**config.mk**
```make
export PLATFORM = sky130hd
export DESIGN_NAME = can_acceptance_filter_bank
export DESIGN_NICKNAME = d
export VERILOG_FILES = /design/src/pkg/filter_bank_pkg.sv /design/src/core/can_acceptance_filter_bank.sv /design/src/core/filter_half_match.sv
export SDC_FILE = /design/constraint.sdc
export NUM_CORES = 1
export LEC_CHECK = 0
export BUFFER_PORTS_ARGS = -buffer_cell sky130_fd_sc_hd__buf_4
export CORE_MARGIN = 2
export CORE_UTILIZATION = 39
export DETAILED_ROUTE_END_ITERATION = 12
export PLACE_DENSITY = 0.69
export SETUP_SLACK_MARGIN = 0.1
export SKIP_LAST_GASP = 1
export SLEW_MARGIN = 25
export SYNTH_ARGS = -nofsm -noshare
export SYNTH_HDL_FRONTEND = slang
export SYNTH_HIERARCHICAL = 1
export SYNTH_SLANG_ARGS = --single-unit
```
**constraint.sdc**
```tcl
create_clock -name clock_i -period 3.3 [get_ports clock_i]
set_input_delay 0.66 -clock clock_i [delete_from_list [all_inputs] [get_ports clock_i]]
set_output_delay 0.66 -clock clock_i [all_outputs]
set_load 0.02 [all_outputs]
```
**src/pkg/filter_bank_pkg.sv**
```systemverilog
// Package for the CAN acceptance filter bank: register map, fields, structs.
// Assumes a 32-bit AXI4-Lite register bus, one register per aligned word.
package filter_bank_pkg;
  // Register byte addresses
  localparam logic [7:0] OFS_MODE_LOWER = 8'h00;
  localparam logic [7:0] OFS_MODE_UPPER = 8'h04;
  localparam logic [7:0] OFS_CONFIG0 = 8'h08;
  localparam logic [7:0] OFS_CONFIG1 = 8'h0C;
  localparam logic [7:0] OFS_CONFIG2 = 8'h10;
  localparam logic [7:0] OFS_ID_LO = 8'h14;
  localparam logic [7:0] OFS_ID_HI = 8'h18;
  localparam logic [7:0] OFS_STATUS = 8'h1C;
  localparam logic [7:0] OFS_BYTES = 8'h40;
  // Reset values
  localparam logic [7:0] MODE_RESET = 8'h00;
  localparam logic [7:0] CONFIG_RESET = 8'h00;
  // Field layout
  localparam int MODE_UPPER_BITS = 4;
  localparam int ACT_LO_POS = 0;
  localparam int ACT_HI_POS = 4;
  localparam int SCALE_LO_POS = 1;
  localparam int SCALE_HI_POS = 5;
  localparam logic [7:0] CONFIG_MASK = 8'h77;
  localparam int NUM_FILTERS = 6;
  localparam int BYTES_PER_FILTER = 8;
  // AXI responses
  localparam logic [1:0] RESP_OKAY = 2'h0;
  localparam logic [1:0] RESP_SLVERR = 2'h2;

  typedef struct packed {
    logic [31:0] id;
    logic valid;
  } frame_id_s;
endpackage : filter_bank_pkg

```
**src/core/can_acceptance_filter_bank.sv**
```systemverilog
// Acceptance filter store and comparator behind an AXI4-Lite slave.
// Assumes one clock, synchronous reset, frame identifiers from same clock.
// Contract
// - Upper four bits of the filter 4/5 mode register read zero, writes ignored.
// - The filter 4/5 mode register resets to zero and only software changes it.
// - Bits 3 and 1 select high-half mode of filters 5 and 4, 1 list, 0 mask.
// - Bits 2 and 0 select low-half mode of filters 5 and 4, 1 list, 0 mask.
// - An identifier byte bit gives the expected level, 0 dominant, 1 recessive.
// - A mask bit of 0 leaves that identifier bit out of the comparison.
// - A mask bit of 1 requires the incoming bit to equal the stored level.
// - Each filter owns eight filter bytes whose meaning follows scale and mode.
// - A mask byte uses the same bit mapping as an identifier byte.
// - Filter bytes have no reset value and must be loaded before activation.
// - Each filter has an activation bit and its bytes change only while it is 0.
// - A mode register for filters 0 to 3 holds their half modes, filter 3 high in bit 7.
module can_acceptance_filter_bank #(
  parameter int NUM_FILT = filter_bank_pkg::NUM_FILTERS
) (
  input wire logic clock_i,
  input wire logic rst_i,
  input wire logic [7:0] s_axi_awaddr,
  input wire logic s_axi_awvalid,
  output logic s_axi_awready,
  input wire logic [31:0] s_axi_wdata,
  input wire logic [3:0] s_axi_wstrb,
  input wire logic s_axi_wvalid,
  output logic s_axi_wready,
  output logic [1:0] s_axi_bresp,
  output logic s_axi_bvalid,
  input wire logic s_axi_bready,
  input wire logic [7:0] s_axi_araddr,
  input wire logic s_axi_arvalid,
  output logic s_axi_arready,
  output logic [31:0] s_axi_rdata,
  output logic [1:0] s_axi_rresp,
  output logic s_axi_rvalid,
  input wire logic s_axi_rready,
  input wire logic init_mode_i,
  input wire filter_bank_pkg::frame_id_s frame_i,
  output logic accept_o,
  output logic [7:0] match_index_o,
  output logic result_valid_o
);
  // Only the six-filter map is decoded; other counts are refused here
  if (NUM_FILT != filter_bank_pkg::NUM_FILTERS) begin : g_bad_count
    $error("NUM_FILT must be six");
  end

  // Register window: mode and config words low, then one word per filter
  // byte from the byte base upward; only byte lane 0 carries data, so a
  // write with lane 0 off is answered but stores nothing
  localparam int NB = filter_bank_pkg::BYTES_PER_FILTER;

  logic [7:0] filter_mode_reg_lower;
  logic [filter_bank_pkg::MODE_UPPER_BITS-1:0] filter_mode_reg_upper;
  logic [7:0] filter_config_reg [3];
  logic [7:0] filter_byte_array [NUM_FILT*NB];
  logic [7:0] aw_addr;
  logic aw_held;
  logic [31:0] w_data;
  logic [3:0] w_strb;
  logic w_held;
  logic [1:0] next_bresp;
  logic [31:0] next_rdata;
  logic [1:0] next_rresp;
  logic [2*NUM_FILT-1:0] half_hit;
  logic [2*NUM_FILT-1:0] half_mode;
  logic [NUM_FILT-1:0] filter_active;
  logic [NUM_FILT-1:0] scale_wide;
  logic do_write;
  logic [5:0] byte_idx;
  logic [2:0] byte_filter;
  logic [7:0] id_count;

  // Write channels accepted independently, one held of each
  always_ff @(posedge clock_i) begin
    if (rst_i) begin
      aw_held <= 1'b0;
      aw_addr <= 8'h00;
    end else if (s_axi_awvalid && s_axi_awready) begin
      aw_held <= 1'b1;
      aw_addr <= s_axi_awaddr;
    end else if (do_write) begin
      aw_held <= 1'b0;
    end
  end

  // Write data held with its strobes until the pair is complete
  always_ff @(posedge clock_i) begin
    if (rst_i) begin
      w_held <= 1'b0;
      w_data <= 32'h0000_0000;
      w_strb <= 4'h0;
    end else if (s_axi_wvalid && s_axi_wready) begin
      w_held <= 1'b1;
      w_data <= s_axi_wdata;
      w_strb <= s_axi_wstrb;
    end else if (do_write) begin
      w_held <= 1'b0;
    end
  end

  // A held pair waits while the previous response still stands
  assign do_write = aw_held && w_held && !s_axi_bvalid;
  assign byte_idx = 6'((aw_addr - filter_bank_pkg::OFS_BYTES) >> 2);
  assign byte_filter = 3'(byte_idx / 6'(NB));

  // Ready registered so it only rises while the slot is free
  // Held low under a standing response: one write in flight at a time
  always_ff @(posedge clock_i) begin
    if (rst_i) begin
      s_axi_awready <= 1'b0;
      s_axi_wready <= 1'b0;
    end else begin
      s_axi_awready <= !aw_held && !s_axi_bvalid && !(s_axi_awvalid && s_axi_awready);
      s_axi_wready <= !w_held && !s_axi_bvalid && !(s_axi_wvalid && s_axi_wready);
    end
  end

  // Decoded write response
  // A refused byte write stores nothing, so software sees why
  always_comb begin
    next_bresp = filter_bank_pkg::RESP_OKAY;
    if (aw_addr >= filter_bank_pkg::OFS_BYTES) begin
      if (byte_idx >= 6'(NUM_FILT*NB) || filter_active[byte_filter]) begin
        next_bresp = filter_bank_pkg::RESP_SLVERR;
      end
    end else if (aw_addr > filter_bank_pkg::OFS_STATUS) begin
      next_bresp = filter_bank_pkg::RESP_SLVERR;
    end
  end

  // Write response, held until the master takes it
  always_ff @(posedge clock_i) begin
    if (rst_i) begin
      s_axi_bvalid <= 1'b0;
      s_axi_bresp <= filter_bank_pkg::RESP_OKAY;
    end else if (do_write) begin
      s_axi_bvalid <= 1'b1;
      s_axi_bresp <= next_bresp;
    end else if (s_axi_bready) begin
      s_axi_bvalid <= 1'b0;
    end
  end

  // Mode registers, software only; hardware never writes them
  always_ff @(posedge clock_i) begin
    if (rst_i) begin
      filter_mode_reg_lower <= filter_bank_pkg::MODE_RESET;
      filter_mode_reg_upper <= filter_bank_pkg::MODE_RESET[3:0];
    end else if (do_write && w_strb[0]) begin
      if (aw_addr == filter_bank_pkg::OFS_MODE_LOWER) begin
        filter_mode_reg_lower <= w_data[7:0];
      end
      if (aw_addr == filter_bank_pkg::OFS_MODE_UPPER) begin
        // Only four bits are stored, so the reserved ones cannot be set
        filter_mode_reg_upper <= w_data[3:0];
      end
    end
  end

  // Filter configuration, reserved bits masked off on write
  always_ff @(posedge clock_i) begin
    if (rst_i) begin
      for (int i = 0; i < 3; i++) begin
        filter_config_reg[i] <= filter_bank_pkg::CONFIG_RESET;
      end
    end else if (do_write && w_strb[0]) begin
      case (aw_addr)
        filter_bank_pkg::OFS_CONFIG0: begin
          filter_config_reg[0] <= w_data[7:0] & filter_bank_pkg::CONFIG_MASK;
        end
        filter_bank_pkg::OFS_CONFIG1: begin
          filter_config_reg[1] <= w_data[7:0] & filter_bank_pkg::CONFIG_MASK;
        end
        filter_bank_pkg::OFS_CONFIG2: begin
          filter_config_reg[2] <= w_data[7:0] & filter_bank_pkg::CONFIG_MASK;
        end
        default: begin
        end
      endcase
    end
  end

  // Filter bytes: no reset; write dropped while filter active
  // A read before loading returns unknown bits
  always_ff @(posedge clock_i) begin
    if (do_write && w_strb[0] && aw_addr >= filter_bank_pkg::OFS_BYTES &&
        byte_idx < 6'(NUM_FILT*NB) && !filter_active[byte_filter]) begin
      filter_byte_array[byte_idx] <= w_data[7:0];
    end
  end

  // Per-filter fields unpacked from config and mode registers
  // Half h belongs to filter h/2: even h low half, odd h high half
  always_comb begin
    for (int f = 0; f < NUM_FILT; f++) begin
      filter_active[f] = filter_config_reg[f/2][(f%2 == 1) ? filter_bank_pkg::ACT_HI_POS :
        filter_bank_pkg::ACT_LO_POS];
      scale_wide[f] = filter_config_reg[f/2][(f%2 == 1) ? filter_bank_pkg::SCALE_HI_POS + 1 :
        filter_bank_pkg::SCALE_LO_POS + 1];
    end
    half_mode[7:0] = filter_mode_reg_lower;
    half_mode[11:8] = filter_mode_reg_upper;
  end

  // Read path, reserved bits zero
  // Decoded from the address as offered; the capture edge freezes it
  always_comb begin
    next_rdata = 32'h0000_0000;
    next_rresp = filter_bank_pkg::RESP_OKAY;
    case (s_axi_araddr)
      filter_bank_pkg::OFS_MODE_LOWER: next_rdata[7:0] = filter_mode_reg_lower;
      filter_bank_pkg::OFS_MODE_UPPER: next_rdata[3:0] = filter_mode_reg_upper;
      filter_bank_pkg::OFS_CONFIG0: next_rdata[7:0] = filter_config_reg[0];
      filter_bank_pkg::OFS_CONFIG1: next_rdata[7:0] = filter_config_reg[1];
      filter_bank_pkg::OFS_CONFIG2: next_rdata[7:0] = filter_config_reg[2];
      filter_bank_pkg::OFS_STATUS: next_rdata = {23'h000000, init_mode_i, id_count};
      default: begin
        if (s_axi_araddr >= filter_bank_pkg::OFS_BYTES &&
            6'((s_axi_araddr - filter_bank_pkg::OFS_BYTES) >> 2) < 6'(NUM_FILT*NB)) begin
          next_rdata[7:0] = filter_byte_array[6'((s_axi_araddr -
            filter_bank_pkg::OFS_BYTES) >> 2)];
        end else begin
          next_rresp = filter_bank_pkg::RESP_SLVERR;
        end
      end
    endcase
  end

  // Address ready dropped while a read answer stands
  always_ff @(posedge clock_i) begin
    if (rst_i) begin
      s_axi_arready <= 1'b0;
    end else begin
      s_axi_arready <= !s_axi_rvalid && !(s_axi_arvalid && s_axi_arready);
    end
  end

  // Read answer captured at address acceptance, held until taken
  always_ff @(posedge clock_i) begin
    if (rst_i) begin
      s_axi_rvalid <= 1'b0;
      s_axi_rdata <= 32'h0000_0000;
      s_axi_rresp <= filter_bank_pkg::RESP_OKAY;
    end else if (s_axi_arvalid && s_axi_arready) begin
      s_axi_rvalid <= 1'b1;
      s_axi_rdata <= next_rdata;
      s_axi_rresp <= next_rresp;
    end else if (s_axi_rready) begin
      s_axi_rvalid <= 1'b0;
    end
  end

  // One comparator per filter half
  // Wide scale folds the upper identifier word onto the 16-bit compare
  for (genvar h = 0; h < 2*NUM_FILT; h++) begin : g_half
    filter_half_match u_half (
      .id_bytes_i({filter_byte_array[h*4+3], filter_byte_array[h*4+2],
        filter_byte_array[h*4+1], filter_byte_array[h*4]}),
      .frame_id_i(scale_wide[h/2] ? {16'h0000, frame_i.id[31:16]} : frame_i.id),
      .list_mode_i(half_mode[h]),
      .active_i(filter_active[h/2]),
      .hit_o(half_hit[h])
    );
  end

  // Lowest matching half wins; result registered one cycle later
  // Loop runs downward so the last assignment is the lowest hit
  always_ff @(posedge clock_i) begin
    if (rst_i) begin
      accept_o <= 1'b0;
      match_index_o <= 8'h00;
      result_valid_o <= 1'b0;
    end else begin
      result_valid_o <= frame_i.valid;
      if (frame_i.valid) begin
        accept_o <= |half_hit;
        match_index_o <= 8'h00;
        for (int h = 2*NUM_FILT-1; h >= 0; h--) begin
          if (half_hit[h]) begin
            match_index_o <= 8'(h);
          end
        end
      end
    end
  end

  // Hit counter for status; wraps at 255, software reads differences
  always_ff @(posedge clock_i) begin
    if (rst_i) begin
      id_count <= 8'h00;
    end else if (frame_i.valid && |half_hit) begin
      id_count <= id_count + 8'h01;
    end
  end
endmodule : can_acceptance_filter_bank

```
**src/core/filter_half_match.sv**
```systemverilog
// One filter half: four filter bytes compared against a frame identifier.
// Assumes bytes and mode are stable while the filter is active.
module filter_half_match (
  input wire logic [31:0] id_bytes_i,
  input wire logic [31:0] frame_id_i,
  input wire logic list_mode_i,
  input wire logic active_i,
  output logic hit_o
);
  logic [15:0] ref_a;
  logic [15:0] ref_b;
  logic [15:0] cmp_b;

  // Bytes 0-1 are identifier, bytes 2-3 mask or second identifier
  always_comb begin
    ref_a = id_bytes_i[15:0];
    ref_b = id_bytes_i[31:16];
    cmp_b = ref_b; // Same bit mapping in both modes
    if (!active_i) begin
      hit_o = 1'b0;
    end else if (list_mode_i) begin
      hit_o = (frame_id_i[15:0] == ref_a) || (frame_id_i[15:0] == cmp_b);
    end else begin
      // Mask bit 0 ignores, 1 must equal stored level
      hit_o = ((frame_id_i[15:0] ^ ref_a) & cmp_b) == 16'h0000;
    end
  end
endmodule : filter_half_match

```
==> flow_summary_export.csv, run 1 <==
group,metric,value,unit
setup_path,critPathArrivalTime,3860,ps
routing,drt_iter0_markers,2543,
clocking,h-tree-depth,3,
placed_design,pre_cts_ws,-338,ps
timing,slew_viol_final,0,
global_routing,track_usage,24.7,%
pwr,leakagePower,13.8,nW
placed_design,io_buffers,87,
routing,routed_wl,101000,um
timing,final.min_clock_period,3360,ps
setup_path,cp_cell_sequence,"buf_12 > mux2_4 > xor2_2 > buf_4 > nor4_1 > nand2_1 > o22ai_1 > o21bai_1 > buf_4 > nor4_1 > buf_4 > a31oi_4 > and4_4 > nand3_1 > xor2_1 > nor2_1",
clocking,cts_tree,"done",
clocking,cts.sinks,591,
placed_design,dp_cells,3526,
layout,largest_reg_flops,512,
outcome,failed_checks,"setup timing",
clocking,path_clk_slew,60,ps
floorplan,initial_utilization,39.3,%
placed_design,place.gp.congestion,1.02,
setup_path,start_kind,"register",
pwr,total_power,18.1,mW
global_routing,antenna_found_initial,3,
clocking,cts.path.max_buffers,3,
setup_path,cp_common_cell,"buf_4",
clocking,cts-buffers-inserted,67,
timing,fmax,297,MHz
routing,routedWlPerCell,27.6,um
floorplan,die_h,283,um
global_routing,grt_pass1_vias,21000,
outcome,status,"finished, violations left",
timing,period_share,102,%
setup_path,critPathKind,"reg -> reg",
global_routing,overflow,0,
clocking,cts_hold_buf,0,
layout,drive_gt1_share,27.6,%
routing,viasPerCell,5.82,
synth,yosys_warnings,6,
setup_path,path_buf_inv,4,
setup_path,cp_max_fo,8,
synth,avgSynthCellArea,14.2,um2
pwr,power.density,491,nW/um2
floorplan,rows,102,
setup_path,critPathMaxStageDelay,460,ps
clocking,clkLatencyLatePin,620,ps
setup_path,reg2reg_slack,-60,ps
setup_path,required,3790,ps
setup_path,end_kind,"register",
routing,first_pass_iters,5,
run,maxCapViolations,0,
placed_design,hpwl,73600,um
routing,vias,21300,
global_routing,grt_max_degree,69,
clocking,ctsRootBufferMaster,"clkbuf_16",
floorplan,fp.dieW,283,um
floorplan,dieArea,80200,um2
timing,final_hold_viol_count,0,
routing,ant_nets,0,
synth,syn_area,30400,um2
global_routing,grt_pass1_wl,144000,um
pwr,vdd.ir_drop.worst,0.000349,V
timing,tightest_slew,999,ps
timing,rsz0062_at_grt,"true",
setup_path,slowest_stage,"edfxtp_1",
routing,drcViolationCount,0,
layout,area_delta_synth_final,21.2,%
timing,relSlewSlack,31.7,%
hold_path,hold_class,"in -> reg",
layout,final_net_count,2667,
layout,fin_cells,3660,
timing,setup_viol,6,
floorplan,io_pins,144,
synth,netlist_instances,2136,
setup_path,worst_path_dominant_cell_family,"simple AND/OR/NAND/NOR gates",
timing,skew,33.8,ps
floorplan,core,77300,um2
timing,fin_ws,-62.7,ps
-- through the flow --
step	hold slack, ps	area (um2)	utilization, %	setup TNS [ps]
finish	292	36800	47.6	-286
global route	286	36800	47.6	-1190
CTS	267	36700	47.4	0
detailed placement	462	34200	44.3	-2590
global placement	449	34200	44.3	-2410
floorplan	437	31000	-	0
-- path summary, 6_finish.rpt --
kind                                                    startpoint                       endpoint  cells after the start
worst max-delay path            filter_config_reg[0][17]$_DFFE_PP_       id_count[7]$_SDFFE_PP0P_                     16
worst min-delay path                                s_axi_wdata[1]         w_data[1]$_SDFFE_PP0P_                      3
worst max register to register  filter_config_reg[0][17]$_DFFE_PP_       id_count[7]$_SDFFE_PP0P_                     16
worst min register to register       match_index_o[2]$_SDFFE_PP0P_  match_index_o[2]$_SDFFE_PP0P_                      2
-- metal layers --
| metal | share of wire, % | GRT usage [%] | routed length [um] |
|---|---|---|---|
| met3 | 11 | 6.62 | 11100 |
| met4 | 5.0 | 12.3 | 5050 |
| met1 | 39 | 32.2 | 39400 |
| met5 | 0.014 | 0 | 14 |
| met2 | 45 | 38.0 | 45500 |
-- report_power, final --
| group | switching [mW] | internal (mW) | total [mW] |
|---|---|---|---|
| Combinational | 1.19 | 0.783 | 1.97 |
| Clock | 3.12 | 4.59 | 7.72 |
| Sequential | 0.115 | 8.29 | 8.40 |
| Total | 4.43 | 13.7 | 18.1 |
-- worst reg2reg max path, cell delays in order, from the launching register on --
cell and delay [ps]:
edfxtp_1 460, buf_12 190, mux2_4 390, xor2_2 210
buf_4 130, nor4_1 300, nand2_1 90, o22ai_1 170
o21bai_1 160, buf_4 180, nor4_1 60, buf_4 180
a31oi_4 170, and4_4 260, nand3_1 90, xor2_1 140
nor2_1 60
-- area by class of cell --
class | instances | area [um2]
diodes | 3 | 7.51
inverters | 12 | 45.0
multi-input cells | 1563 | 13300
repair buffers | 331 | 2780
clock inverters | 37 | 423
flip-flops and latches | 591 | 17100
well taps | 1040 | 1300
fillers | 6695 | 40500
clock buffers | 83 | 1830
-- repair_timing --
action / CTS / global route
gates cloned: 1 / 0
setup buffers: 6 / 4
setup endpoints to repair: 9 / 11
resized for setup: 31 / 18
pin swaps: 10 / 15
-- placed cells by master, fill, tap and decap left out, types with 20 or more instances in the layout --
cell type	n
a21oi_1	38
o22ai_1	20
edfxtp_1	530
a221oi_2	24
xnor2_1	49
nand2_1	124
dfxtp_1	53
nor3_1	32
mux4_2	122
clkbuf_16	70
buf_12	20
xor2_1	339
buf_4	304
a22o_1	25
conb_1	157
nand4_1	27
nand3_1	46
mux2i_1	55
nor4_1	60
a22oi_1	30
nor2_1	111
mux2_2	92
Note: power is estimated with default switching activity, not from simulation.
==> run 2, diff against run 1 <==
--- a/config.mk
+++ b/config.mk
@@ -6,10 +6,12 @@
 export NUM_CORES = 1
 export LEC_CHECK = 0
 export BUFFER_PORTS_ARGS = -buffer_cell sky130_fd_sc_hd__buf_4
+export CELL_PAD_IN_SITES_DETAIL_PLACEMENT = 0
+export CELL_PAD_IN_SITES_GLOBAL_PLACEMENT = 2
 export CORE_MARGIN = 2
 export CORE_UTILIZATION = 39
 export DETAILED_ROUTE_END_ITERATION = 12
-export PLACE_DENSITY = 0.69
+export PLACE_DENSITY = 0.86
 export SETUP_SLACK_MARGIN = 0.1
 export SKIP_LAST_GASP = 1
 export SLEW_MARGIN = 25
==> run 2 against run 1 <==
The run now ends clean. Critical path depth fell by 1. First-iteration DRC count rose by 11%. Sequential share of layout area rose by 0.83 points. Global-route usage rose by 0.24 points. Count of clock-buffer cells in the layout rose by 1. Clock power fell by 7.0%. Register-to-register slack improved by 80 ps. Largest cell class unchanged.
==> flow_summary_export.csv, run 2 (synthesized netlist as in run 1, its figures left out) <==
group,metric,value,unit
pwr,internal_power,13.1,mW
clocking,cts-buffers-inserted,66,
floorplan,io_pins,144,
floorplan,initial_utilization,39.3,%
global_routing,track_usage,24.9,%
setup_path,r2r_cells,15,
setup_path,timing.rr.end,"id_count[7]$_SDFFE_PP0P_",
setup_path,reg2reg_slack,20,ps
clocking,h-tree-depth,3,
placed_design,io_buffers,87,
setup_path,critPathArrivalTime,3770,ps
clocking,path_clk_slew,60,ps
routing,ant_nets,0,
timing,rsz0062_at_grt,"true",
floorplan,fp.dieW,283,um
routing,drcViolationCount,0,
floorplan,die_h,283,um
setup_path,end_kind,"register",
global_routing,antenna_found_initial,2,
routing,routed_wl,102000,um
global_routing,grt_pass1_vias,20800,
layout,largest_reg_flops,512,
setup_path,start_kind,"register",
layout,area_delta_synth_final,19.1,%
timing,final_hold_viol_count,0,
placed_design,hpwl,74000,um
routing,vias,20800,
global_routing,grt_max_degree,69,
outcome,status,"complete, no violations",
timing,setup_viol,0,
routing,viasPerCell,5.78,
layout,drive_gt1_share,25.8,%
timing,slew_viol_final,0,
setup_path,slowest_stage,"edfxtp_1",
pwr,p_sw,4.37,mW
layout,n_fill_cell,6815,
layout,final_cell_mix,"530 x edfxtp_1, 339 x xor2_1, 248 x buf_4, 157 x conb_1, 122 x mux4_2",
routing,drt_iter0_markers,2821,
setup_path,critPathLaunch,"filter_config_reg[0][17]$_DFFE_PP_",
setup_path,endpoint,"id_count[7]$_SDFFE_PP0P_",
timing,tightest_slew,954,ps
clocking,cts_tree,"done",
setup_path,critPathMaxStageDelay,380,ps
layout,final_cell_area,36200,um2
layout,fin_util,46.8,%
hold_path,hold_class,"in -> reg",
setup_path,worst_path_dominant_cell_family,"compound AO/OA/AOI/OAI gates",
timing,fmax,305,MHz
setup_path,cp_max_fo,5,
setup_path,cp.depth,15,
pwr,vdd.ir_drop.worst,0.000334,V
routing,routedWlPerCell,28.2,um
floorplan,rows,102,
floorplan,core,77300,um2
pwr,p_seq_share,48.1,%
pwr,power.density,483,nW/um2
pwr,power_switching_share,25.0,%
layout,final_net_count,2609,
layout,diodes,0,
timing,skew,29.7,ps
pwr,leakagePower,13.4,nW
setup_path,critPathKind,"reg -> reg",
timing,period_share,99.5,%
setup_path,timing.rr.start,"filter_config_reg[0][17]$_DFFE_PP_",
clocking,cts.sinks,591,
pwr,pwr-share-comb,10.8,%
pwr,pwr-share-clk,41.1,%
setup_path,cp_cell_sequence,"buf_6 > buf_12 > mux2_4 > xor2_4 > a22o_1 > a221oi_2 > nand4_1 > o21bai_1 > buf_4 > nor4_4 > a31oi_4 > and4_4 > nand3_1 > xor2_1 > nor2_1",
timing,final.min_clock_period,3280,ps
hold_path,min_from,"s_axi_wdata[7]",
pwr,total_power,17.5,mW
setup_path,required,3780,ps
global_routing,grt_pass1_wl,146000,um
clocking,ctsRootBufferMaster,"clkbuf_16",
global_routing,overflow,0,
placed_design,dpl_cell_area,33900,um2
floorplan,dieArea,80200,um2
layout,layout_commonest_cell,"edfxtp_1",
placed_design,place.gp.congestion,0.954,
clocking,clkLatencyLatePin,630,ps
run,maxCapViolations,0,
setup_path,path_buf_inv,3,
timing,relSlewSlack,36.4,%
routing,first_pass_iters,8,
clocking,cts.path.max_buffers,3,
timing,whs,280,ps
## run 2: cell count changes in the layout (fill, tap and decap cells not counted), moves of 3 or more
cell       change
clkinv_2       +5
clkbuf_1       +3
buf_6          -3
buf_4         -56
nand2_1        -4
mux2_2         +7
nand2_2        +4
bufinv_16      -5
mux2_4         -7
diode_2        -3
## run 2: worst min-delay path by stage
stage	endpoint	cells after the start	slack, ps
2_1_floorplan	w_strb[0]$_SDFFE_PP0P_	2	440
3_3_place_gp	w_data[5]$_SDFFE_PP0P_	2	450
3_5_place_dp	w_data[5]$_SDFFE_PP0P_	2	460
4_1_cts	w_data[6]$_SDFFE_PP0P_	3	250
5_1_grt	w_data[1]$_SDFFE_PP0P_	3	280
6_report	w_data[7]$_SDFFE_PP0P_	3	280
## run 2: timing repair
action	4_1_cts	5_1_grt
buffers inserted	2	2
endpoints found under the setup margin	48	161
hold buffers	0	0
pin swaps	3	2
cloned	0	2
gates resized for setup	15	20
## run 2: worst register-to-register path: stages, from the launching register on
cell and delay [ps]:
edfxtp_1 380, buf_6 160, buf_12 140, mux2_4 390
xor2_4 190, a22o_1 260, a221oi_2 220, nand4_1 170
o21bai_1 200, buf_4 170, nor4_4 70, a31oi_4 230
and4_4 260, nand3_1 110, xor2_1 180, nor2_1 50
## run 2: cell type report
class	count	area [um2]	share of cell area, %
sequential	591	17200	47.4
multi-input combinational	1563	13200	36.6
timing repair buffer	274	2370	6.55
clock buffer	84	1780	4.93
tap	1040	1300	3.60
clock inverter	34	297	0.819
inverter	12	45.0	0.124
## run 2: metrics by stage
stage | std cells | setup TNS [ps] | setup slack [ps]
floorplan | 2292 | 0 | 108
global placement | 3475 | -1490 | -264
detailed placement | 3475 | -1290 | -263
CTS | 3595 | 0 | 54.6
global route | 3598 | -145 | -84.8
finish | 3598 | 0 | 16.5
## run 2: power groups by stage
stage	Sequential [mW]	Clock (mW)	Combinational (mW)
finish	8.41	7.18	1.89
global route	8.42	7.57	1.98
CTS	8.41	7.29	1.84
detailed placement	8.57	0	1.82
global placement	8.56	0	1.81
floorplan	8.55	0	1.09
## run 2: per-layer routing
metal | share of wire, % | track usage [%] | up-vias
li1 | - | - | 8872
met1 | 40 | 33.5 | 10500
met2 | 46 | 39.5 | 1205
met3 | 9.9 | 5.19 | 214
met4 | 4.4 | 9.89 | 0
met5 | 0 | 0 | -
==> run 3, diff against run 2 <==
--- a/config.mk
+++ b/config.mk
@@ -6,12 +6,11 @@
 export NUM_CORES = 1
 export LEC_CHECK = 0
 export BUFFER_PORTS_ARGS = -buffer_cell sky130_fd_sc_hd__buf_4
-export CELL_PAD_IN_SITES_DETAIL_PLACEMENT = 0
-export CELL_PAD_IN_SITES_GLOBAL_PLACEMENT = 2
 export CORE_MARGIN = 2
 export CORE_UTILIZATION = 39
 export DETAILED_ROUTE_END_ITERATION = 12
-export PLACE_DENSITY = 0.86
+export PLACE_DENSITY = 0.69
+export RECOVER_POWER = 25
 export SETUP_SLACK_MARGIN = 0.1
 export SKIP_LAST_GASP = 1
 export SLEW_MARGIN = 25
==> run 3 against run 2 <==
The flow now finishes with violations (capacitance limit, slew limit, setup timing). Largest power group unchanged. Die area unchanged. Worst setup slack got worse by 68 ps. Count of clock-buffer cells in the layout decreased by 1. Worst hold slack improved by 11 ps. Power increased by 3.4%. Critical path depth increased by 1.
==> flow_summary_export.csv, run 3 (synthesized netlist as in run 1, its figures left out) <==
group,metric,value,unit
layout,final_net_count,2667,
pwr,pwr-share-clk,42.6,%
global_routing,grt_pass1_vias,21000,
setup_path,r2r_cells,16,
timing,period_share,102,%
setup_path,required,3790,ps
clocking,cts-buffers-inserted,67,
hold_path,whs_path_depth,3,
clocking,cts.sinks,591,
layout,fin_cells,3659,
clocking,cts_tree,"done",
placed_design,dp_cells,3526,
pwr,leakagePower,13.8,nW
timing,slew_viol_final,171,
pwr,power.density,492,nW/um2
timing,final.setup.tns,-213,ps
timing,skew,33.2,ps
timing,fmax,298,MHz
layout,layout.area.seq,17100,um2
timing,tightest_slew,1750,ps
outcome,status,"finished, violations left",
floorplan,die_h,283,um
clocking,clkLatencyLatePin,620,ps
routing,drt_iter0_markers,2764,
setup_path,start_kind,"register",
pwr,power_switching_share,24.5,%
setup_path,cp_max_fo,8,
placed_design,dpl_cell_area,34200,um2
layout,drive_gt1_share,27.2,%
clocking,path_clk_slew,60,ps
pwr,internal_power,13.7,mW
placed_design,place.gp.congestion,1.02,
floorplan,dieArea,80200,um2
setup_path,critPathKind,"reg -> reg",
global_routing,antenna_found_initial,3,
clocking,h-tree-depth,3,
timing,final.min_clock_period,3350,ps
hold_path,min_from,"s_axi_wdata[1]",
setup_path,reg2reg_slack,-50,ps
outcome,failed_checks,"capacitance limit, slew limit, setup timing",
floorplan,rows,102,
pwr,p_seq_share,46.5,%
setup_path,timing.rr.end,"id_count[7]$_SDFFE_PP0P_",
hold_path,hold_class,"in -> reg",
routing,first_pass_iters,6,
layout,final_cell_mix,"530 x edfxtp_1, 339 x xor2_1, 300 x buf_4, 157 x conb_1, 124 x nand2_1",
setup_path,critPathArrivalTime,3840,ps
pwr,total_power,18.1,mW
pwr,p_sw,4.42,mW
setup_path,end_kind,"register",
placed_design,io_buffers,87,
global_routing,track_usage,24.7,%
clocking,ctsRootBufferMaster,"clkbuf_16",
timing,relSlewSlack,-16.4,%
layout,area_delta_synth_final,21.0,%
hold_path,hold_path_end,"w_data[1]$_SDFFE_PP0P_",
floorplan,core,77300,um2
layout,multi_input_area,13300,um2
global_routing,grt_max_degree,69,
timing,final_hold_viol_count,0,
global_routing,grt_pass1_wl,144000,um
routing,viasPerCell,5.81,
floorplan,io_pins,144,
floorplan,fp.dieW,283,um
placed_design,hpwl,73600,um
routing,routedWlPerCell,27.6,um
setup_path,timing.rr.start,"filter_config_reg[0][17]$_DFFE_PP_",
layout,final_cell_area,36800,um2
routing,drcViolationCount,0,
pwr,pwr-share-comb,10.9,%
layout,layout_commonest_cell,"edfxtp_1",
routing,vias,21300,
clocking,cts.path.max_buffers,3,
layout,largest_reg_flops,512,
timing,rsz0062_at_grt,"true",
routing,routed_wl,101000,um
routing,ant_nets,0,
layout,n_fill_cell,6704,
run,maxCapViolations,4,
timing,fin_ws,-51.8,ps
floorplan,initial_utilization,39.3,%
pwr,vdd.ir_drop.worst,0.000352,V
timing,setup_viol,5,
global_routing,overflow,0,
## run 3: cell count changes in the layout (fill, tap and decap cells not counted), moves of 5 or more
cell	change
buf_4	+52
mux2_2	-7
mux2_4	+7
bufinv_16	+5
dfxtp_1	+6
clkinv_2	-5
## run 3: power by group through the flow
stage	clock [mW]	combinational, mW	sequential [mW]
CTS	7.83	1.91	8.40
global route	8.11	2.05	8.41
global placement	0	1.87	8.54
detailed placement	0	1.87	8.55
finish	7.71	1.97	8.40
floorplan	0	1.09	8.55
## run 3: worst max-delay path by stage
stage,startpoint,to,slack (ps),depth (start not counted)
3_5_place_dp,frame_i[18],id_count[5]$_SDFFE_PP0P_,-340,15
5_1_grt,filter_config_reg[0][17]$_DFFE_PP_,match_index_o[1]$_SDFFE_PP0P_,-200,16
4_1_cts,filter_config_reg[0][17]$_DFFE_PP_,id_count[5]$_SDFFE_PP0P_,20,15
3_3_place_gp,frame_i[26],match_index_o[1]$_SDFFE_PP0P_,-340,15
2_1_floorplan,filter_config_reg[0][8]$_DFFE_PP_,id_count[7]$_SDFFE_PP0P_,110,14
6_report,filter_config_reg[0][17]$_DFFE_PP_,id_count[7]$_SDFFE_PP0P_,-50,16
## run 3: routing by layer
layer / up-vias / global-route usage (%) / part of all wire, %
met3: 251 / 6.62 / 11
li1: 8996 / - / -
met5: - / 0 / 0.014
met2: 1300 / 38.0 / 45
met1: 10700 / 32.2 / 39
met4: 2 / 12.3 / 5.1
## run 3: area by class of cell
type / count / area share [%]
Tap cell: 1040 / 3.54
Inverter: 12 / 0.122
Timing Repair Buffer: 331 / 7.48
Clock inverter: 37 / 1.15
Sequential cell: 591 / 46.6
Multi-Input combinational cell: 1563 / 36.1
Clock buffer: 83 / 4.98
Antenna cell: 2 / 0.0136
## run 3: metrics by stage
step / utilization [%] / hold WS [ps] / setup slack (ps)
3_3_place_gp: 44.3 / 449 / -339
2_1_floorplan: - / 437 / 108
4_1_cts: 47.4 / 267 / 24.1
5_1_grt: 47.6 / 294 / -199
3_5_place_dp: 44.3 / 462 / -338
6_report: 47.6 / 291 / -51.8
## run 3: what timing repair did
| item | 4_1_cts | 5_1_grt |
|---|---|---|
| gates cloned | 1 | 0 |
| buffers inserted | 6 | 4 |
| setup endpoints to repair | 9 | 11 |
| gates resized for setup | 31 | 18 |
| hold buffers | 0 | 0 |
| pin swaps | 10 | 15 |
## run 3: worst max-delay path: stages (launching register included)
cell and delay [ps]:
edfxtp_1 460, buf_12 190, mux2_4 380, xor2_2 200, buf_4 130, nor4_1 300, nand2_1 90, o22ai_1 170
o21bai_1 160, buf_4 170, nor4_1 50, buf_4 180, a31oi_4 170, and4_4 260, nand3_1 100, xor2_1 150
nor2_1 60
